**config.mk**
```make
export PLATFORM = sky130hd
export DESIGN_NAME = fcm_top
export DESIGN_NICKNAME = d
export VERILOG_FILES = /design/src/fcm_pkg.sv /design/src/fcm_dll_if.sv /design/src/fcm_dll_alu.sv /design/src/fcm_gclk_switch.sv /design/src/fcm_top.sv
export VERILOG_INCLUDE_DIRS = /design/src
export SDC_FILE = /design/constraint.sdc
export NUM_CORES = 1
export LEC_CHECK = 0
export BUFFER_PORTS_ARGS = -buffer_cell sky130_fd_sc_hd__buf_2
export CORE_MARGIN = 5
export CORE_UTILIZATION = 50
export CTS_CLUSTER_SIZE = 16
export DETAILED_ROUTE_END_ITERATION = 8
export GPL_ROUTABILITY_DRIVEN = 0
export PLACE_DENSITY = 0.71
export SYNTH_ARGS = -nofsm -noshare
export SYNTH_HDL_FRONTEND = slang
export SYNTH_SLANG_ARGS = --single-unit
```
**constraint.sdc**
```tcl
create_clock -name ref_clk -period 4.6 [get_ports ref_clk]
set_input_delay 0.92 -clock ref_clk [delete_from_list [all_inputs] [get_ports ref_clk]]
set_output_delay 0.92 -clock ref_clk [all_outputs]
set_load 0.1 [all_outputs]
```
**src/fcm_map.svh**
```systemverilog
`ifndef FCM_MAP_SVH
`define FCM_MAP_SVH
// Functional notes
// Fine delay inserts up to sixteen 125 ps steps on the secondary PLL output; the code only reports it in the status register and does not draw it.
// Coarse phase moves both secondary PLL edges in 22.5 degree steps.
// Loop code goes out on the delay code bus to two slave lines.
// While code_hold is high the loop code stays frozen.
// code_update_latch captures the delay code bus for the slave lines.
// Primary and secondary loop outputs each pick one delay line tap.
// Optional fine shift adds 45, 22.5 or 11.25 degrees to the secondary tap.
// Duty cycle correction is enabled separately for each loop output.
// Secondary loop output may be divided by two or by four.
// Loop lock output is high exactly while the delay line is locked; the code registers it one cycle late.
// Each quadrant has eight primary clock lines, zero to seven.
// Identical per-quadrant center muxes let any source drive any line.
// Quadrant clock gate stops all toggling on a disabled quadrant network.
// Glitchless switch changes between two clocks without glitches or runt pulses.
// Two switches per quadrant, eight in total, drive lines six and seven.
// Switch inputs come from the center muxes, not from clock pins.
// Phase stage acts on the secondary PLL output, static or dynamic settings.
// After a dynamic adjustment PLL lock drops until the lock time passes.
// Switch parks low once old clock is low, resumes once new clock is low.
// Gate enable changes apply only while the line clock is low.

// ----------------------------------------
// register offsets
// ----------------------------------------
`define FCM_PLL_CTRL 8'h00
`define FCM_PLL_STAT 8'h04
`define FCM_DLL_CTRL 8'h08
`define FCM_DLL_STAT 8'h0C
`define FCM_QGATE 8'h10
`define FCM_QSEL0 8'h14
`define FCM_QSEL3 8'h20

// ----------------------------------------
// field positions
// ----------------------------------------
`define FCM_FINE_LSB 0
`define FCM_COARSE_LSB 8
`define FCM_FINE_DYN 16
`define FCM_COARSE_DYN 17
`define FCM_TAPP_LSB 0
`define FCM_TAPS_LSB 8
`define FCM_FSHIFT_LSB 16
`define FCM_DCCP_BIT 18
`define FCM_DCCS_BIT 19
`define FCM_DIV_LSB 20
`define FCM_TARGET_LSB 24
`define FCM_SWA_LSB 18
`define FCM_SWB_LSB 21
`define FCM_SW_STRIDE 6

// ----------------------------------------
// reset values and responses
// ----------------------------------------
`define FCM_PLL_CTRL_RST 32'h0000_0000
`define FCM_DLL_CTRL_RST 32'h4000_1000
`define FCM_QGATE_RST 4'hF
`define FCM_QSEL_RST 32'h3EFA_C688
`define FCM_RESP_OKAY 2'h0
`define FCM_RESP_SLVERR 2'h2

// ----------------------------------------
// sizes and timing
// ----------------------------------------
`define FCM_NQUAD 4
`define FCM_NLINE 8
`define FCM_NSW 8
`define FCM_FINE_MAX 5'h10
`define FCM_FINE_STEP_PS 125
`define FCM_DLL_TAPS 36
`define FCM_DCC_HALF 5'h10
`define FCM_CLK_NS 10
`define FCM_PLL_LOCK_NS 1000
`define FCM_PLL_LOCK_CYC ((`FCM_PLL_LOCK_NS + `FCM_CLK_NS - 1) / `FCM_CLK_NS)
`endif

```
**src/fcm_pkg.sv**
```systemverilog
package fcm_pkg;
  typedef logic [7:0] fcm_code_t;
  typedef logic [2:0] fcm_src_t;
  typedef enum logic [1:0] {FS_NONE, FS_11P25, FS_22P5, FS_45} fcm_fshift_e;
  typedef enum logic [1:0] {DIV_BY1, DIV_BY2, DIV_BY4, DIV_RSVD} fcm_div_e;
  typedef enum logic {SW_RUN, SW_PARK} fcm_sw_state_e;
endpackage

```
**src/fcm_dll_if.sv**
```systemverilog
interface fcm_dll_if;
  import fcm_pkg::*;
  logic hold;
  logic latch;
  fcm_code_t target;
  fcm_code_t code;
  fcm_code_t latched;
  logic lock;
  modport alu (input hold, input latch, input target, output code, output latched, output lock);
  modport ctl (output hold, output latch, output target, input code, input latched, input lock);
endinterface

```
**src/fcm_dll_alu.sv**
```systemverilog
module fcm_dll_alu (
  // clock and reset
  input logic ref_clk,
  input logic rst_n,
  // loop control and code
  fcm_dll_if.alu dif
);
  import fcm_pkg::*;

  fcm_code_t code_q;
  fcm_code_t latched_q;
  logic lock_q;

  always_ff @(posedge ref_clk or negedge rst_n) begin
    if (!rst_n) begin
      code_q <= 8'h00;
    end else if (!dif.hold) begin
      if (code_q < dif.target) begin
        code_q <= code_q + 8'h01;
      end else if (code_q > dif.target) begin
        code_q <= code_q - 8'h01;
      end
    end
  end

  // slave lines only see the latched copy, so tracking never jolts them mid-use
  always_ff @(posedge ref_clk or negedge rst_n) begin
    if (!rst_n) begin
      latched_q <= 8'h00;
    end else if (dif.latch) begin
      latched_q <= code_q;
    end
  end

  always_ff @(posedge ref_clk or negedge rst_n) begin
    if (!rst_n) begin
      lock_q <= 1'b0;
    end else begin
      lock_q <= (code_q == dif.target);
    end
  end

  assign dif.code = code_q;
  assign dif.latched = latched_q;
  assign dif.lock = lock_q;
endmodule

```
**src/fcm_gclk_switch.sv**
```systemverilog
module fcm_gclk_switch (
  // clock and reset
  input logic ref_clk,
  input logic rst_n,
  // two clocks from the center muxes
  input logic clk_a,
  input logic clk_b,
  // select from user logic
  input logic sel,
  // switched clock
  output logic clk_out
);
  import fcm_pkg::*;

  fcm_sw_state_e state_q;
  logic cur_q;
  logic tgt_q;
  logic out_q;
  logic old_clk;
  logic new_clk;

  assign old_clk = cur_q ? clk_b : clk_a;
  assign new_clk = tgt_q ? clk_b : clk_a;

  // a select flip is honoured at any time; the handover waits on both clock phases
  always_ff @(posedge ref_clk or negedge rst_n) begin
    if (!rst_n) begin
      state_q <= SW_RUN;
      cur_q <= 1'b0;
      tgt_q <= 1'b0;
      out_q <= 1'b0;
    end else begin
      case (state_q)
        SW_RUN: begin
          if ((sel != cur_q) && !old_clk) begin
            state_q <= SW_PARK;
            tgt_q <= sel;
            out_q <= 1'b0;
          end else begin
            out_q <= old_clk;
          end
        end
        SW_PARK: begin
          out_q <= 1'b0;
          if (!new_clk) begin
            cur_q <= tgt_q;
            state_q <= SW_RUN;
          end
        end
        default: begin
          state_q <= SW_RUN;
          out_q <= 1'b0;
        end
      endcase
    end
  end

  assign clk_out = out_q;
endmodule

```
**src/fcm_top.sv**
```systemverilog
// Our own choices: the address map and the AXI4-Lite slave port.
`include "fcm_map.svh"

module fcm_top (
  // clock and reset
  input logic ref_clk,
  input logic rst_n,
  // axi4-lite write address
  input logic [7:0] s_axi_awaddr,
  input logic [2:0] s_axi_awprot,
  input logic s_axi_awvalid,
  output logic s_axi_awready,
  // axi4-lite write data
  input logic [31:0] s_axi_wdata,
  input logic [3:0] s_axi_wstrb,
  input logic s_axi_wvalid,
  output logic s_axi_wready,
  // axi4-lite write response
  output logic [1:0] s_axi_bresp,
  output logic s_axi_bvalid,
  input logic s_axi_bready,
  // axi4-lite read address
  input logic [7:0] s_axi_araddr,
  input logic [2:0] s_axi_arprot,
  input logic s_axi_arvalid,
  output logic s_axi_arready,
  // axi4-lite read data
  output logic [31:0] s_axi_rdata,
  output logic [1:0] s_axi_rresp,
  output logic s_axi_rvalid,
  input logic s_axi_rready,
  // pll dynamic phase controls
  input logic [4:0] pll_fine_dyn,
  input logic [3:0] pll_coarse_dyn,
  // pll outputs
  output logic pll_primary_out,
  output logic pll_secondary_out,
  output logic pll_lock,
  // delay-locked loop
  input logic dll_ref_clk,
  input logic code_hold,
  input logic code_update_latch,
  output fcm_pkg::fcm_code_t delay_code_bus,
  output fcm_pkg::fcm_code_t slave_delay_code,
  output logic primary_clock_out,
  output logic secondary_clock_out,
  output logic dll_lock,
  // primary clock network
  input logic [7:0] clk_src,
  input logic [7:0] switch_sel,
  output logic [31:0] quad_clk
);
  import fcm_pkg::*;

  // ----------------------------------------
  // helpers
  // ----------------------------------------
  function automatic logic fcm_pick(input logic [7:0] src, input fcm_src_t idx);
    return src[idx];
  endfunction

  function automatic logic fcm_is_qsel(input logic [7:0] addr);
    return (addr >= `FCM_QSEL0) && (addr <= `FCM_QSEL3) && (addr[1:0] == 2'h0);
  endfunction

  function automatic logic [1:0] fcm_qidx(input logic [7:0] addr);
    logic [7:0] off;
    off = addr - `FCM_QSEL0;
    return off[3:2];
  endfunction

  function automatic logic fcm_hit(input logic [7:0] addr);
    case (addr)
      `FCM_PLL_CTRL, `FCM_PLL_STAT, `FCM_DLL_CTRL, `FCM_DLL_STAT, `FCM_QGATE: return 1'b1;
      default: return fcm_is_qsel(addr);
    endcase
  endfunction

  function automatic logic [31:0] fcm_merge(input logic [31:0] old, input logic [31:0] dat,
                                           input logic [3:0] strb);
    logic [31:0] res;
    res = old;
    for (int b = 0; b < 4; b++) begin
      if (strb[b]) begin
        res[8*b +: 8] = dat[8*b +: 8];
      end
    end
    return res;
  endfunction

  function automatic logic [4:0] fcm_dcc(input logic [4:0] cnt, input logic rise);
    if (rise) begin
      return `FCM_DCC_HALF - 5'h01;
    end
    return (cnt != 5'h00) ? cnt - 5'h01 : 5'h00;
  endfunction

  // ----------------------------------------
  // axi4-lite slave
  // ----------------------------------------
  logic awready_q, wready_q, bvalid_q, arready_q, rvalid_q;
  logic [1:0] bresp_q, rresp_q;
  logic [7:0] awaddr_q;
  logic [31:0] wdata_q, rdata_q, rd_val;
  logic [3:0] wstrb_q;
  logic wr_fire;
  logic [31:0] pll_ctrl_q, dll_ctrl_q;
  logic [3:0] qgate_q;
  logic [31:0] qsel_q [`FCM_NQUAD];

  // address and data may arrive in either order; the write lands once both are held
  assign wr_fire = !awready_q && !wready_q && !bvalid_q;

  always_ff @(posedge ref_clk or negedge rst_n) begin
    if (!rst_n) begin
      awready_q <= 1'b1;
      wready_q <= 1'b1;
      bvalid_q <= 1'b0;
      bresp_q <= `FCM_RESP_OKAY;
      awaddr_q <= 8'h00;
      wdata_q <= 32'h0000_0000;
      wstrb_q <= 4'h0;
    end else begin
      if (s_axi_awvalid && awready_q) begin
        awaddr_q <= s_axi_awaddr;
        awready_q <= 1'b0;
      end
      if (s_axi_wvalid && wready_q) begin
        wdata_q <= s_axi_wdata;
        wstrb_q <= s_axi_wstrb;
        wready_q <= 1'b0;
      end
      if (wr_fire) begin
        bvalid_q <= 1'b1;
        bresp_q <= fcm_hit(awaddr_q) ? `FCM_RESP_OKAY : `FCM_RESP_SLVERR;
      end
      if (bvalid_q && s_axi_bready) begin
        bvalid_q <= 1'b0;
        awready_q <= 1'b1;
        wready_q <= 1'b1;
      end
    end
  end

  // status registers ignore writes but still answer okay
  always_ff @(posedge ref_clk or negedge rst_n) begin
    if (!rst_n) begin
      pll_ctrl_q <= `FCM_PLL_CTRL_RST;
      dll_ctrl_q <= `FCM_DLL_CTRL_RST;
      qgate_q <= `FCM_QGATE_RST;
      for (int q = 0; q < `FCM_NQUAD; q++) begin
        qsel_q[q] <= `FCM_QSEL_RST;
      end
    end else if (wr_fire) begin
      if (fcm_is_qsel(awaddr_q)) begin
        qsel_q[fcm_qidx(awaddr_q)] <= fcm_merge(qsel_q[fcm_qidx(awaddr_q)], wdata_q, wstrb_q);
      end
      case (awaddr_q)
        `FCM_PLL_CTRL: pll_ctrl_q <= fcm_merge(pll_ctrl_q, wdata_q, wstrb_q);
        `FCM_DLL_CTRL: dll_ctrl_q <= fcm_merge(dll_ctrl_q, wdata_q, wstrb_q);
        `FCM_QGATE: begin
          if (wstrb_q[0]) begin
            qgate_q <= wdata_q[3:0];
          end
        end
        default: ;
      endcase
    end
  end

  // ----------------------------------------
  // pll phase stage
  // ----------------------------------------
  logic [4:0] fine_sel, fine_eff, fine_prev_q;
  logic [3:0] coarse_eff, coarse_prev_q, pll_ph_q, sec_ph;
  logic [11:0] fine_ps_q;
  logic [7:0] lock_cnt_q;
  logic pll_primary_q, pll_secondary_q, pll_lock_q, phase_chg;

  assign fine_sel = pll_ctrl_q[`FCM_FINE_DYN] ? pll_fine_dyn : pll_ctrl_q[`FCM_FINE_LSB +: 5];
  assign fine_eff = (fine_sel > `FCM_FINE_MAX) ? `FCM_FINE_MAX : fine_sel;
  assign coarse_eff = pll_ctrl_q[`FCM_COARSE_DYN] ? pll_coarse_dyn
                                                  : pll_ctrl_q[`FCM_COARSE_LSB +: 4];
  assign sec_ph = pll_ph_q - coarse_eff;
  assign phase_chg = (fine_eff != fine_prev_q) || (coarse_eff != coarse_prev_q);

  // sixteen coarse steps span one period; sub-cycle fine delay is reported, not drawn
  always_ff @(posedge ref_clk or negedge rst_n) begin
    if (!rst_n) begin
      pll_ph_q <= 4'h0;
      pll_primary_q <= 1'b0;
      pll_secondary_q <= 1'b0;
      fine_ps_q <= 12'h000;
    end else begin
      pll_ph_q <= pll_ph_q + 4'h1;
      pll_primary_q <= ~pll_ph_q[3];
      pll_secondary_q <= ~sec_ph[3];
      fine_ps_q <= 12'(fine_eff) * 12'(`FCM_FINE_STEP_PS);
    end
  end

  always_ff @(posedge ref_clk or negedge rst_n) begin
    if (!rst_n) begin
      fine_prev_q <= 5'h00;
      coarse_prev_q <= 4'h0;
      lock_cnt_q <= 8'(`FCM_PLL_LOCK_CYC);
      pll_lock_q <= 1'b0;
    end else begin
      fine_prev_q <= fine_eff;
      coarse_prev_q <= coarse_eff;
      if (phase_chg) begin
        lock_cnt_q <= 8'(`FCM_PLL_LOCK_CYC);
      end else if (lock_cnt_q != 8'h00) begin
        lock_cnt_q <= lock_cnt_q - 8'h01;
      end
      pll_lock_q <= (lock_cnt_q == 8'h00) && !phase_chg;
    end
  end

  // ----------------------------------------
  // delay-locked loop
  // ----------------------------------------
  fcm_dll_if u_dif ();
  logic [`FCM_DLL_TAPS-1:0] tap_q;
  logic [5:0] tap_s_idx;
  logic [2:0] shamt;
  logic p_raw, s_raw, p_raw_q, s_raw_q, p_pre, s_pre, s_pre_q;
  logic [4:0] dcc_p_q, dcc_s_q;
  logic [1:0] div_q;
  logic prim_q, sec_q;
  fcm_div_e div_mode;

  assign u_dif.hold = code_hold;
  assign u_dif.latch = code_update_latch;
  assign u_dif.target = dll_ctrl_q[`FCM_TARGET_LSB +: 8];

  fcm_dll_alu u_alu (
    .ref_clk(ref_clk),
    .rst_n(rst_n),
    .dif(u_dif.alu)
  );

  always_comb begin
    case (fcm_fshift_e'(dll_ctrl_q[`FCM_FSHIFT_LSB +: 2]))
      FS_11P25: shamt = 3'h1;
      FS_22P5: shamt = 3'h2;
      FS_45: shamt = 3'h4;
      default: shamt = 3'h0;
    endcase
  end

  assign div_mode = fcm_div_e'(dll_ctrl_q[`FCM_DIV_LSB +: 2]);
  assign tap_s_idx = {1'b0, dll_ctrl_q[`FCM_TAPS_LSB +: 5]} + {3'h0, shamt};
  assign p_raw = tap_q[dll_ctrl_q[`FCM_TAPP_LSB +: 5]];
  assign s_raw = tap_q[tap_s_idx];
  assign p_pre = dll_ctrl_q[`FCM_DCCP_BIT] ? ((p_raw && !p_raw_q) || dcc_p_q != 5'h00) : p_raw;
  assign s_pre = dll_ctrl_q[`FCM_DCCS_BIT] ? ((s_raw && !s_raw_q) || dcc_s_q != 5'h00) : s_raw;

  // one tap per cycle: a 32-cycle reference gives 11.25 degrees per tap
  always_ff @(posedge ref_clk or negedge rst_n) begin
    if (!rst_n) begin
      tap_q <= '0;
      p_raw_q <= 1'b0;
      s_raw_q <= 1'b0;
      dcc_p_q <= 5'h00;
      dcc_s_q <= 5'h00;
    end else begin
      tap_q <= {tap_q[`FCM_DLL_TAPS-2:0], dll_ref_clk};
      p_raw_q <= p_raw;
      s_raw_q <= s_raw;
      dcc_p_q <= fcm_dcc(dcc_p_q, p_raw && !p_raw_q);
      dcc_s_q <= fcm_dcc(dcc_s_q, s_raw && !s_raw_q);
    end
  end

  always_ff @(posedge ref_clk or negedge rst_n) begin
    if (!rst_n) begin
      s_pre_q <= 1'b0;
      div_q <= 2'h0;
      prim_q <= 1'b0;
      sec_q <= 1'b0;
    end else begin
      s_pre_q <= s_pre;
      if (s_pre && !s_pre_q) begin
        div_q <= div_q + 2'h1;
      end
      prim_q <= p_pre;
      case (div_mode)
        DIV_BY2: sec_q <= div_q[0];
        DIV_BY4: sec_q <= div_q[1];
        default: sec_q <= s_pre;
      endcase
    end
  end

  // ----------------------------------------
  // primary clock network
  // ----------------------------------------
  logic [`FCM_NSW-1:0] sw_out;
  logic [31:0] line_val, line_en_q, quad_clk_q;

  for (genvar q = 0; q < `FCM_NQUAD; q++) begin : g_quad
    for (genvar s = 0; s < 2; s++) begin : g_sw
      fcm_gclk_switch u_sw (
        .ref_clk(ref_clk),
        .rst_n(rst_n),
        .clk_a(fcm_pick(clk_src, qsel_q[q][`FCM_SWA_LSB + `FCM_SW_STRIDE*s +: 3])),
        .clk_b(fcm_pick(clk_src, qsel_q[q][`FCM_SWB_LSB + `FCM_SW_STRIDE*s +: 3])),
        .sel(switch_sel[2*q+s]),
        .clk_out(sw_out[2*q+s])
      );
    end
  end

  always_comb begin
    line_val = 32'h0000_0000;
    for (int q = 0; q < `FCM_NQUAD; q++) begin
      for (int l = 0; l < 6; l++) begin
        line_val[`FCM_NLINE*q+l] = fcm_pick(clk_src, qsel_q[q][3*l +: 3]);
      end
      line_val[`FCM_NLINE*q+6] = sw_out[2*q];
      line_val[`FCM_NLINE*q+7] = sw_out[2*q+1];
    end
  end

  always_ff @(posedge ref_clk or negedge rst_n) begin
    if (!rst_n) begin
      line_en_q <= 32'hFFFF_FFFF;
      quad_clk_q <= 32'h0000_0000;
    end else begin
      for (int i = 0; i < 32; i++) begin
        if (!line_val[i]) begin
          line_en_q[i] <= qgate_q[i/`FCM_NLINE];
        end
      end
      quad_clk_q <= line_en_q & line_val;
    end
  end

  // ----------------------------------------
  // reads and outputs
  // ----------------------------------------
  always_comb begin
    rd_val = 32'h0000_0000;
    if (fcm_is_qsel(s_axi_araddr)) begin
      rd_val = qsel_q[fcm_qidx(s_axi_araddr)];
    end else begin
      case (s_axi_araddr)
        `FCM_PLL_CTRL: rd_val = pll_ctrl_q;
        `FCM_PLL_STAT: rd_val = {fine_ps_q, coarse_eff, 3'h0, fine_eff, 7'h00, pll_lock_q};
        `FCM_DLL_CTRL: rd_val = dll_ctrl_q;
        `FCM_DLL_STAT: rd_val = {8'h00, u_dif.latched, u_dif.code, 7'h00, u_dif.lock};
        `FCM_QGATE: rd_val = {28'h000_0000, qgate_q};
        default: rd_val = 32'h0000_0000;
      endcase
    end
  end

  always_ff @(posedge ref_clk or negedge rst_n) begin
    if (!rst_n) begin
      arready_q <= 1'b1;
      rvalid_q <= 1'b0;
      rdata_q <= 32'h0000_0000;
      rresp_q <= `FCM_RESP_OKAY;
    end else if (s_axi_arvalid && arready_q) begin
      arready_q <= 1'b0;
      rvalid_q <= 1'b1;
      rdata_q <= rd_val;
      rresp_q <= fcm_hit(s_axi_araddr) ? `FCM_RESP_OKAY : `FCM_RESP_SLVERR;
    end else if (rvalid_q && s_axi_rready) begin
      rvalid_q <= 1'b0;
      arready_q <= 1'b1;
    end
  end

  assign s_axi_awready = awready_q;
  assign s_axi_wready = wready_q;
  assign s_axi_bvalid = bvalid_q;
  assign s_axi_bresp = bresp_q;
  assign s_axi_arready = arready_q;
  assign s_axi_rvalid = rvalid_q;
  assign s_axi_rdata = rdata_q;
  assign s_axi_rresp = rresp_q;
  assign pll_primary_out = pll_primary_q;
  assign pll_secondary_out = pll_secondary_q;
  assign pll_lock = pll_lock_q;
  assign delay_code_bus = u_dif.code;
  assign slave_delay_code = u_dif.latched;
  assign dll_lock = u_dif.lock;
  assign primary_clock_out = prim_q;
  assign secondary_clock_out = sec_q;
  assign quad_clk = quad_clk_q;
endmodule

```
Word-level counts from Yosys, hierarchy flattened
Index checks and enable logic that the tools add are counted.

word-level totals
  flip-flop bits (word level) = 483
  input port bits = 93
  output and inout bits = 95

cells by class
  add/sub/neg operators = 11
  $mul = 1
  order comparisons = 52
  equality and inequality tests = 24
  mux-type cells = 198
  bitwise gates (word level) = 22
  reduce and logical (&&, ||, !) cells = 85

operators with widths
  kind                 count
  $mux 32              6
  $lt 3x4->1 const B   40
  $pmux 32 s5          1
  $bmux 32 s2          2
  $bwmux 128           1
  $mux 8               16
  $bmux 1 s3           40
  $mux 1               100
  $demux 32 s2         1
  $mux 5               8
  $reduce_and 2->1     18
  $pmux 1 s2           17
  $and 32x32->32       1
  $eq 8x4->1 const B   4
  $reduce_and 3->1     9
  $logic_and 1x1->1    24
  $logic_not 8->1      3
  $not 1->1            19
  $eq 8x3->1 const B   2
  $eq 8x5->1 const B   2
  $ge 8x5->1 const B   2
  $le 8x6->1 const B   2
  $sub 8x1->8 const B  2
  $logic_not 1->1      15
  other kinds (33)     58

Logic depth before layout (Yosys ltp)
Gate-level depths: netlist (run 1).

  word-level depth = 9
  depth in mapped cells = 18

By module
A second synthesis (run 1) with hierarchy kept.

unflattened totals
  cell total of the unflattened synthesis = 1,959
  area total of the unflattened synthesis = 24,717.5 um^2

modules (own cells, without submodules)
  module           times used  cells an instance  area each (um^2)
  fcm_top          1           1,689              21,906.0
  fcm_gclk_switch  8           21                 215.2
  fcm_dll_alu      1           102                1,089.8

Worst setup path after synthesis (run 1)
Ideal clock, no wire load.

  path type = input port to flip-flop
  start = in pll_fine_dyn[4]
  end = reg fine_ps_q[11]
  library setup time = 0.080 ns
  arrival time = 4.657 ns
  path slack = -0.137 ns
  cell stages on the path = 16
  cells stage by stage = mux2i_1 > a211oi_2 > nor2_1 > inv_1 > fa_1 > inv_1 > fa_1 > fa_1 > ha_1 > o21ai_0 > a21boi_0 > o21a_1 > o21ai_0 > nand2b_1 > a21oi_1 > xnor2_1

on the way
  cells in the longest elaborated chain, start to end = 4

ends and longest elaborated chain
  item                         RTL line        RTL
  start, declared              fcm_top.sv:33   input logic [4:0] pll_fine_dyn,
  $mux 5                       fcm_top.sv:180  assign fine_sel = pll_ctrl_q[`FCM_FINE_DYN] ? pll_fine_dyn : pll_ctrl_q[`FCM_FINE_LSB +: 5];
  $gt 5x5->1 (no source line)  -
  $mux 5                       fcm_top.sv:181  assign fine_eff = (fine_sel > `FCM_FINE_MAX) ? `FCM_FINE_MAX : fine_sel;
  named net fine_eff[2]        fcm_top.sv:174  logic [4:0] fine_sel, fine_eff, fine_prev_q;
  $mul 5x7->12                 fcm_top.sv:198  fine_ps_q <= 12'(fine_eff) * 12'(`FCM_FINE_STEP_PS);
  end signal, assigned         fcm_top.sv:198
  end, declared                fcm_top.sv:176  logic [11:0] fine_ps_q;

The timed path passes the listed nets, and every way through them passes these cells.
A chain may end at the register's enable or synchronous reset.

Worst setup path in the final report (run 1)
  start = reg pll_ctrl_q[3]
  end = reg fine_ps_q[11]

on the way
  cells in the longest elaborated chain, start to end = 4

ends and longest elaborated chain
  item                         RTL line        RTL
  start, declared              fcm_top.sv:107  logic [31:0] pll_ctrl_q, dll_ctrl_q;
  start signal, assigned       fcm_top.sv:148  pll_ctrl_q <= `FCM_PLL_CTRL_RST;
  start signal, assigned       fcm_top.sv:159  `FCM_PLL_CTRL: pll_ctrl_q <= fcm_merge(pll_ctrl_q, wdata_q, wstrb_q);
  $mux 5                       fcm_top.sv:180
  $gt 5x5->1 (no source line)  -
  $mux 5                       fcm_top.sv:181
  named net fine_eff[2]        fcm_top.sv:174
  $mul 5x7->12                 fcm_top.sv:198

The timed path passes the listed nets, and every way through them passes these cells.

==> metrics.txt, run 1 <==
I/O Buffers=179; vias in the first global route=17400; Routed WL per cell=24.2 um; clock latency on the worst-skew pair=600 ps; Row Count=80; Synth Instances=1916; multi-input logic area=11500 um2; Die ar.=53100 um2; HP Class=input port to async pin; Pwr Density=635 nW/um2; Final HPWL DP=45300 um; Worst-path clk slew=60 ps; crit end category=flip-flop; register area share after synthesis=49.9%; Leakage=12.0 nW; Core ar.=47900 um2; outcome=completed; commonest non-fill, non-tap cell in the layout=dfrtp_1; critical path class=flip-flop to flip-flop; TritonCTS Sinks=479; number of flops mapped to enable cells by yosys=0; fillers=3791; peak supply drop=0.000355 V; placed cell count=2646; Worst EP required=5110 ps; commonest cells after routing, fill and taps aside=366 x dfrtp_1, 203 x nand2_1, 178 x buf_2; Slew Viols, Final=0; die height=230 um; Routed Antenna Nets=0; RSZ-0062 raised after global routing=no; clock skew=12.6 ps; TritonCTS clock tree=yes; layout cell share with drive strength beyond 1=34.9%; nets@finish=2245; Arrival @ worst endpoint=4810 ps; vias=17000; Die Width=230 um; fin cells=2743; CTS resizes=0; Tmin final=4300 ps; H-tree Lvls=2; first-pass GRT wire length=104000 um; 1st-pass router iterations=6; root buffer cell=clkbuf_16; Worst Tran Pin Value=1090 ps; Rel. slew slack=27.7%; total congestion overflow=0; WL final=66300 um; Mean Syn Cell Area=12.7 um2; YS warnings=0; CTS Hold Bufs=0; DRT iter0 DRCs=1593; Startpoint Class=flip-flop; Fmax achieved=0.232 GHz; Storage cell area=12100 um2; Async S/R FF share, synth=100%; DRC viols=0; Finish-stage setup viols=0; Post-DP Area=26000 um2; pin count of the biggest net entering global routing=110; area grow syn2layout=13.9%; IO Pins=188; gr usage total=25.0%; max cap viols=0; Max Fanout on Critical Path=4; cts bufs inserted=51; via density per instance=6.20; Post-Layout Inst Area=27700 um2; Top FF cell, synth=dfrtp_1; Initial Utilization=50.7%; Bufs on Longest Clock Path=3; final worst path period share=93.5%; Synth cell types=69; synthesis-stage register bit count=479; postcts setup bufs=0; initial antenna violation count=7; Cell Area, Synth=24300 um2; Final Hold Vio Count=0
## worst paths after layout
kind	endpoint	cells past startpoint	slack, ps	start
max	fine_ps_q[11]	17	300	pll_ctrl_q[3]
min in group ref_clk	tap_q[7]	0	390	tap_q[6]
max in group asynchronous	qsel_q[19]	2	3080	rst_n
min	tap_q[18]	1	380	rst_n
max reg2reg	fine_ps_q[11]	17	300	pll_ctrl_q[3]
min reg2reg	tap_q[7]	0	390	tap_q[6]
## registers in the layout, summed over array words and instances (netlist names), 5 cells and up
register,cells
qsel_q,128
tap_q,36
dll_ctrl_q,32
line_en_q,32
pll_ctrl_q,32
quad_clk,32
s_axi_rdata,32
wdata_q,32
fine_ps_q,10
awaddr_q,8
g_quad.g_sw.u_sw.clk_out,8
g_quad.g_sw.u_sw.cur_q,8
g_quad.g_sw.u_sw.state_q,8
g_quad.g_sw.u_sw.tgt_q,8
lock_cnt_q,8
u_alu.dif.code,8
u_alu.dif.latched,8
dcc_p_q,5
dcc_s_q,5
fine_prev_q,5
## cells in the mapped netlist (all sizes together), types with 2 or more instances
| cell | number | area, um2 |
|---|---|---|
| a211oi | 20 | 155 |
| clkbuf | 92 | 347 |
| nand4 | 4 | 31.3 |
| a31oi | 24 | 150 |
| or4 | 3 | 26.3 |
| nor2 | 75 | 284 |
| and2 | 14 | 87.6 |
| mux4 | 163 | 3670 |
| mux2i | 72 | 721 |
| nand3b | 2 | 18.8 |
| mux2 | 143 | 1610 |
| a32oi | 3 | 26.3 |
| or3 | 5 | 41.3 |
| nor4 | 5 | 43.8 |
| a22oi | 37 | 278 |
| nand3 | 4 | 25.0 |
| nand2 | 204 | 766 |
| nand2b | 4 | 25.0 |
| inv | 62 | 233 |
| and3 | 5 | 31.3 |
| a222oi | 14 | 140 |
| ha | 56 | 701 |
| a221oi | 3 | 26.3 |
| a21oi | 53 | 273 |
| o21ai | 181 | 906 |
| or2 | 2 | 12.5 |
| nor3b | 3 | 32.5 |
| a21o | 33 | 248 |
| nor2b | 31 | 194 |
| xnor2 | 32 | 280 |
| o21bai | 5 | 37.5 |
| a21boi | 3 | 26.3 |
| fa | 12 | 240 |
| nor3 | 22 | 110 |
| o21a | 5 | 37.5 |
| dfstp | 112 | 2940 |
| xor2 | 7 | 61.3 |
| a211o | 2 | 17.5 |
| buf | 20 | 114 |
| dfrtp | 367 | 9180 |
## metal layers
layer	vias up	GRT usage [%]	routed length (um)
met1	8727	34.4	27000
met2	738	39.0	30600
met3	141	7.00	6270
li1	7391	-	-
met4	8	8.37	2420
met5	-	0	48
## metrics by stage
stage	setup TNS [ps]	worst slack, ps	power, W	util, %	hold slack (ps)
floorplan	0	17.4	0.0114	-	349
global placement	-195	-162	0.0131	54.1	363
detailed placement	-244	-185	0.0134	54.1	367
CTS	0	291	0.0177	57.7	392
global route	0	19.8	0.0185	57.7	402
finish	0	299	0.0176	57.7	379
## power breakdown
part | leakage [nW] | total [W] | internal [W] | switching [W]
Clock | 0.843 | 0.00419 | 0.00251 | 0.00168
Combinational | 5.28 | 0.00658 | 0.00246 | 0.00413
Sequential | 5.85 | 0.00678 | 0.00539 | 0.00140
Total | 12.0 | 0.0176 | 0.0104 | 0.00721
## layout make-up
cell class                      count  share of cell area [%]
Multi-Input combinational cell   1264                    41.6
Timing Repair Buffer              226                    4.78
Clock buffer                       80                    5.56
Antenna cell                        3                  0.0271
Tap cell                          615                    2.78
Inverter                           62                   0.841
Sequential cell                   479                    43.8
Clock inverter                     14                   0.624
## critical path, stage by stage (launching register included)
cell and delay (ps):
dfrtp_1 400, or4_1 520, nor2_1 130, a211oi_2 70, nor2_2 150, inv_1 90
fa_1 570, inv_1 80, fa_1 500, fa_1 420, ha_1 290, o21ai_0 110
a21boi_0 160, o21a_1 200, o21ai_0 150, nand2b_1 70, a21oi_1 180, xnor2_1 140
## cells by family (layout without fill, tap and decap cells)
family	count (synthesis)	after routing	share of synthesized area, %
compound gates	389	389	9.86
xor+xnor	40	40	1.50
fa+ha+maj	68	68	3.87
buf+inv	174	382	2.85
flops	479	479	49.9
mux	378	378	24.7
other cells	1	5	0.0154
simple gates	387	387	7.30
(Power assumes the default switching activity.)
==> inputs of run 2 (changes only) <==
--- a/config.mk
+++ b/config.mk
@@ -13,6 +13,7 @@
 export DETAILED_ROUTE_END_ITERATION = 8
 export GPL_ROUTABILITY_DRIVEN = 0
 export PLACE_DENSITY = 0.71
+export RECOVER_POWER = 25
 export SYNTH_ARGS = -nofsm -noshare
 export SYNTH_HDL_FRONTEND = slang
 export SYNTH_SLANG_ARGS = --single-unit
==> metrics.txt, run 2 (synthesis results as in run 1) <==
worst stage delay on the critical path=570 ps (about the same); Top Registers=qsel_q (128), tap_q (36); Reg with most FFs=qsel_q; I/O Buffers=179 (unchanged); Storage cell area=12100 um2 (unchanged); max reg flops=128 (unchanged); Worst-path clk slew=60 ps (about the same); cts bufs inserted=51 (unchanged); Tmin final=4300 ps (+1.64 ps); RSZ-0062 raised after global routing=no; critical path class=flip-flop to flip-flop; WL final=66200 um (-0.15%); first-pass GRT wire length=104000 um (unchanged); max cap viols=1 (+1); fillers=3796 (+0.13%); Leakage=12.0 nW (-0.17%); gr usage total=25.0% (unchanged); multi-input logic area=11500 um2 (about the same); Layout Utilization=57.6% (-0.071 points); layout cell share with drive strength beyond 1=34.4% (-0.56 points); commonest non-fill, non-tap cell in the layout=dfrtp_1; Slowest-stage cell, CP=fa_1; area grow syn2layout=13.7%; Core ar.=47900 um2 (unchanged); peak supply drop=0.000355 V (-0.14%); Fin Setup TNS=0 ps (unchanged); via density per instance=6.18 (-0.24%); DRC viols=0 (unchanged); outcome=finished with violations; commonest cells after routing, fill and taps aside=366 x dfrtp_1, 203 x nand2_1, 177 x buf_2; Die ar.=53100 um2 (unchanged); Worst EP required=5110 ps (about the same); initial antenna violation count=7 (unchanged); Finish-stage setup viols=0 (unchanged); total congestion overflow=0 (unchanged); placed cell count=2646 (unchanged); IO Pins=188 (unchanged); vias=17000 (-0.24%); crit end category=flip-flop; Worst Tran Pin Value=2970 ps (+1890 ps); die height=230 um (unchanged); Routed Antenna Nets=0 (unchanged); TritonCTS Sinks=479 (unchanged); CTS Hold Bufs=0 (unchanged); Final HPWL DP=45300 um (unchanged); Post-Layout Inst Area=27600 um2 (-0.12%); Max Fanout on Critical Path=4 (unchanged); Most Frequent Cell on Critical Path=fa_1; HP Class=flip-flop to flip-flop; Die Width=230 um (unchanged); CTS resizes=0 (unchanged); Post-DP Area=26000 um2 (unchanged); root buffer cell=clkbuf_16; fin cells=2743 (unchanged); H-tree Lvls=2 (unchanged); postcts setup bufs=0 (unchanged); Startpoint Class=flip-flop; Final Hold Vio Count=0 (unchanged); Row Count=80 (unchanged); Initial Utilization=50.7% (unchanged); vias in the first global route=17400 (unchanged); clock skew=12.6 ps (-0.0742 ps); Slew Viols, Final=107 (+107); DRT iter0 DRCs=1637 (+2.8%); 1st-pass router iterations=8 (+2); final worst path period share=93.5% (about the same); nets@finish=2245 (unchanged); pin count of the biggest net entering global routing=110 (unchanged); Min Hold Slack=393 ps (+14.0 ps); Bufs on Longest Clock Path=3 (unchanged); Rel. slew slack=-98.2% (-130 points); CP Cell Sequence=or4_1 > nor2_1 > a211oi_2 > nor2_2 > inv_1 > fa_1 > inv_1 > fa_1 > fa_1 > ha_1 > o21ai_0 > a21boi_0 > o21a_1 > o21ai_0 > nand2b_1 > a21oi_1 > xnor2_1; clock latency on the worst-skew pair=600 ps (about the same); Routed WL per cell=24.1 um (-0.15%); TritonCTS clock tree=yes; Arrival @ worst endpoint=4810 ps (about the same); Fmax achieved=0.232 GHz (about the same); failing checks=max-capacitance violations, max-slew violations; Pwr Density=635 nW/um2 (about the same)
## run 2: cell types whose count changed in the layout (fill, tap and decap cells not counted), moves of 7 or more
cell	previous run	this run
and2_0	0	7
and2_1	14	7
dfstp_1	0	7
dfstp_2	112	105
## run 2: layer usage
layer	wire length, um	global-route usage (%)
met1	26800	34.4
met2	30600	39.0
met3	6480	7.00
met4	2290	8.37
met5	48	0
## run 2: final cells by class
type                            count  area share, %
Antenna cell                        3         0.0272
Clock buffer                       80           5.56
Clock inverter                     14          0.625
Inverter                           62          0.842
Multi-Input combinational cell   1264           41.6
Sequential cell                   479           43.9
Tap cell                          615           2.78
Timing Repair Buffer              226           4.67
## run 2: worst paths after layout
check	to	from	cells after the start	slack, ps
worst max-delay path	fine_ps_q[11]	pll_ctrl_q[2]	17	300
worst min-delay path	tap_q[7]	tap_q[6]	0	390
worst max register to register	fine_ps_q[11]	pll_ctrl_q[2]	17	300
worst min register to register	tap_q[7]	tap_q[6]	0	390
max in group asynchronous	qsel_q[94]	rst_n	2	710
min in group asynchronous	tap_q[18]	rst_n	1	1250
## run 2: stage by stage
stage | total power (W) | worst slack (ps)
floorplan | 0.0114 | 17.4
global placement | 0.0131 | -162
detailed placement | 0.0134 | -185
CTS | 0.0177 | 291
global route | 0.0185 | 20.8
finish | 0.0175 | 297
## run 2: report_power, final
group	internal (W)	switching, W
registers	0.00538	0.00140
logic	0.00245	0.00413
clock network	0.00251	0.00168
## run 2: critical path: cells and delay by family (launching register included)
family	cells	cell delay [ps]
fa+ha+maj	4	1780
compound gates	6	870
simple gates	4	860
flops	1	410
buf+inv	2	170
xor+xnor	1	140
==> inputs of run 3 (changes only) <==
==> constraint.sdc (replaced) <==
create_clock -name ref_clk -period 4.6 [get_ports ref_clk]
set_input_delay 0.92 -clock ref_clk [delete_from_list [all_inputs] [get_ports ref_clk]]
set_output_delay 0.92 -clock ref_clk [all_outputs]
set_load 0.01 [all_outputs]
==> metrics.txt, run 3 (synthesis results as in run 1) <==
outcome=finished with violations; failing checks=max-capacitance violations, max-slew violations; Rel. slew slack=-100% (-2.0 points); Tmin final=4350 ps (+42.8 ps); first-pass GRT wire length=105000 um (+0.96%); Worst-path clk slew=60 ps (about the same); commonest cells after routing, fill and taps aside=366 x dfrtp_1, 203 x nand2_1, 177 x buf_2; max reg flops=128 (unchanged); Core ar.=47900 um2 (unchanged); Bufs on Longest Clock Path=3 (unchanged); Leakage=12.0 nW (+0.21%); Min Hold Slack=390 ps (-2.84 ps); total congestion overflow=0 (unchanged); Max Fanout on Critical Path=4 (unchanged); H-tree Lvls=2 (unchanged); nets@finish=2245 (unchanged); Startpoint Class=flip-flop; RSZ-0062 raised after global routing=no; root buffer cell=clkbuf_16; Storage cell area=12100 um2 (unchanged); TritonCTS Sinks=479 (unchanged); gr usage total=25.2% (+0.18 points); 1st-pass router iterations=5 (-3); fin cells=2745 (+0.073%); crit end category=flip-flop; Pwr Density=581 nW/um2 (-8.5%); multi-input logic area=11500 um2 (unchanged); Int Power=0.0105 W (+1.1%); Slew Viols, Final=106 (-0.93%); CTS resizes=0 (unchanged); Most Frequent Cell on Critical Path=fa_1; critical path class=flip-flop to flip-flop; share of power burned in the clock network=27.1% (+3.2 points); pin count of the biggest net entering global routing=110 (unchanged); Row Count=80 (unchanged); fillers=3865 (+1.8%); Fmax achieved=0.230 GHz (-0.98%); final worst path period share=94.5% (+0.93 points); Top Registers=qsel_q (128), tap_q (36); via density per instance=6.22 (+0.65%); postcts setup bufs=0 (unchanged); Arrival @ worst endpoint=4870 ps (+60 ps); Routed WL per cell=24.4 um (+0.89%); vias=17100 (+0.72%); Fin Setup TNS=0 ps (unchanged); Logic pwr share=30.8% (-6.7 points); Final Hold Vio Count=0 (unchanged); Routed Antenna Nets=0 (unchanged); cts bufs inserted=52 (+2.0%); clock latency on the worst-skew pair=590 ps (about the same); WL final=66900 um (+0.97%); Sw Share=35.1% (-6.0 points); placed cell count=2645 (-0.038%); initial antenna violation count=9 (+2); top cell family by delay on the critical path=adder cells; Finish-stage setup viols=0 (unchanged); CP Cell Sequence=or4_1 > nor2_1 > a211oi_2 > nor2_2 > inv_1 > fa_1 > inv_1 > fa_1 > fa_1 > ha_1 > o21ai_0 > a21boi_0 > o21a_1 > o21ai_0 > nand2b_1 > a21oi_1 > xnor2_1; DRT iter0 DRCs=1443 (-12%); IO Pins=188 (unchanged); P_sw=0.00565 W (-22%); vias in the first global route=17500 (+0.67%); worst path buffer plus inverter count=2 (unchanged); Layout Utilization=57.8% (+0.17 points); die height=230 um (unchanged); DRC viols=0 (unchanged); Reg with most FFs=qsel_q; layout cell share with drive strength beyond 1=34.5% (+0.17 points); sequential share of power=42.2% (+3.6 points); area grow syn2layout=14.1%; Worst EP required=5120 ps (about the same); commonest non-fill, non-tap cell in the layout=dfrtp_1; Slowest-stage cell, CP=fa_1; clock skew=13.6 ps (+0.999 ps); Die Width=230 um (unchanged); Initial Utilization=50.7% (unchanged); HP Class=flip-flop to flip-flop; max cap viols=1 (unchanged); Final HPWL DP=45500 um (+0.56%); peak supply drop=0.000307 V (-14%); I/O Buffers=179 (unchanged); CTS Hold Bufs=0 (unchanged); worst stage delay on the critical path=570 ps (about the same); Worst Tran Pin Value=3000 ps (+30.6 ps); Die ar.=53100 um2 (unchanged); TritonCTS clock tree=yes
==> run 3: cell types whose count changed in the layout (fill, tap and decap cells not counted), sizes merged <==
| cell | delta |
|---|---|
| buf | -1 |
| clkinvlp | +4 |
| diode | +1 |
| clkinv | +1 |
| bufinv | +2 |
| clkbuf | -5 |
==> run 3: path summary, 6_finish.rpt <==
path / startpoint / end / slack (ps) / depth (start not counted)
setup / recovery: pll_ctrl_q[3] / fine_ps_q[11] / 250 / 17
hold / removal: tap_q[12] / tap_q[13] / 390 / 0
setup reg to reg: pll_ctrl_q[3] / fine_ps_q[11] / 250 / 17
hold reg to reg: tap_q[12] / tap_q[13] / 390 / 0
max in group asynchronous: rst_n / quad_clk[19] / 1150 / 2
min in group asynchronous: rst_n / tap_q[18] / 1260 / 1
==> run 3: area by class of cell <==
type / count / share of cell area [%]
clock inverters: 21 / 0.966
well taps: 615 / 2.78
flip-flops and latches: 479 / 43.8
multi-input cells: 1264 / 41.5
repair buffers: 225 / 4.67
inverters: 62 / 0.840
diodes: 4 / 0.0361
clock buffers: 75 / 5.48
==> run 3: layer usage <==
metal | vias up | track usage (%) | wire length, um
met5 | - | 0 | 42
met4 | 8 | 9.96 | 2880
met3 | 142 | 6.28 | 6060
met2 | 759 | 39.0 | 30800
met1 | 8773 | 34.8 | 27100
li1 | 7405 | - | -
==> run 3: per-stage QoR <==
stage	power, W	cell area, um2	worst slack [ps]
3_3_place_gp	0.0115	25900	-162
5_1_grt	0.0170	27700	31.4
6_report	0.0161	27700	254
4_1_cts	0.0162	27700	270
2_1_floorplan	0.00981	24300	17.4
3_5_place_dp	0.0118	25900	-186
==> run 3: power by group through the flow <==
| stage | Clock (W) | Sequential, W | Combinational (W) |
|---|---|---|---|
| after floorplan | 0 | 0.00626 | 0.00355 |
| after global placement | 0 | 0.00676 | 0.00475 |
| after detailed placement | 0 | 0.00683 | 0.00494 |
| after CTS | 0.00443 | 0.00677 | 0.00499 |
| after global routing | 0.00460 | 0.00692 | 0.00547 |
| final | 0.00436 | 0.00679 | 0.00496 |
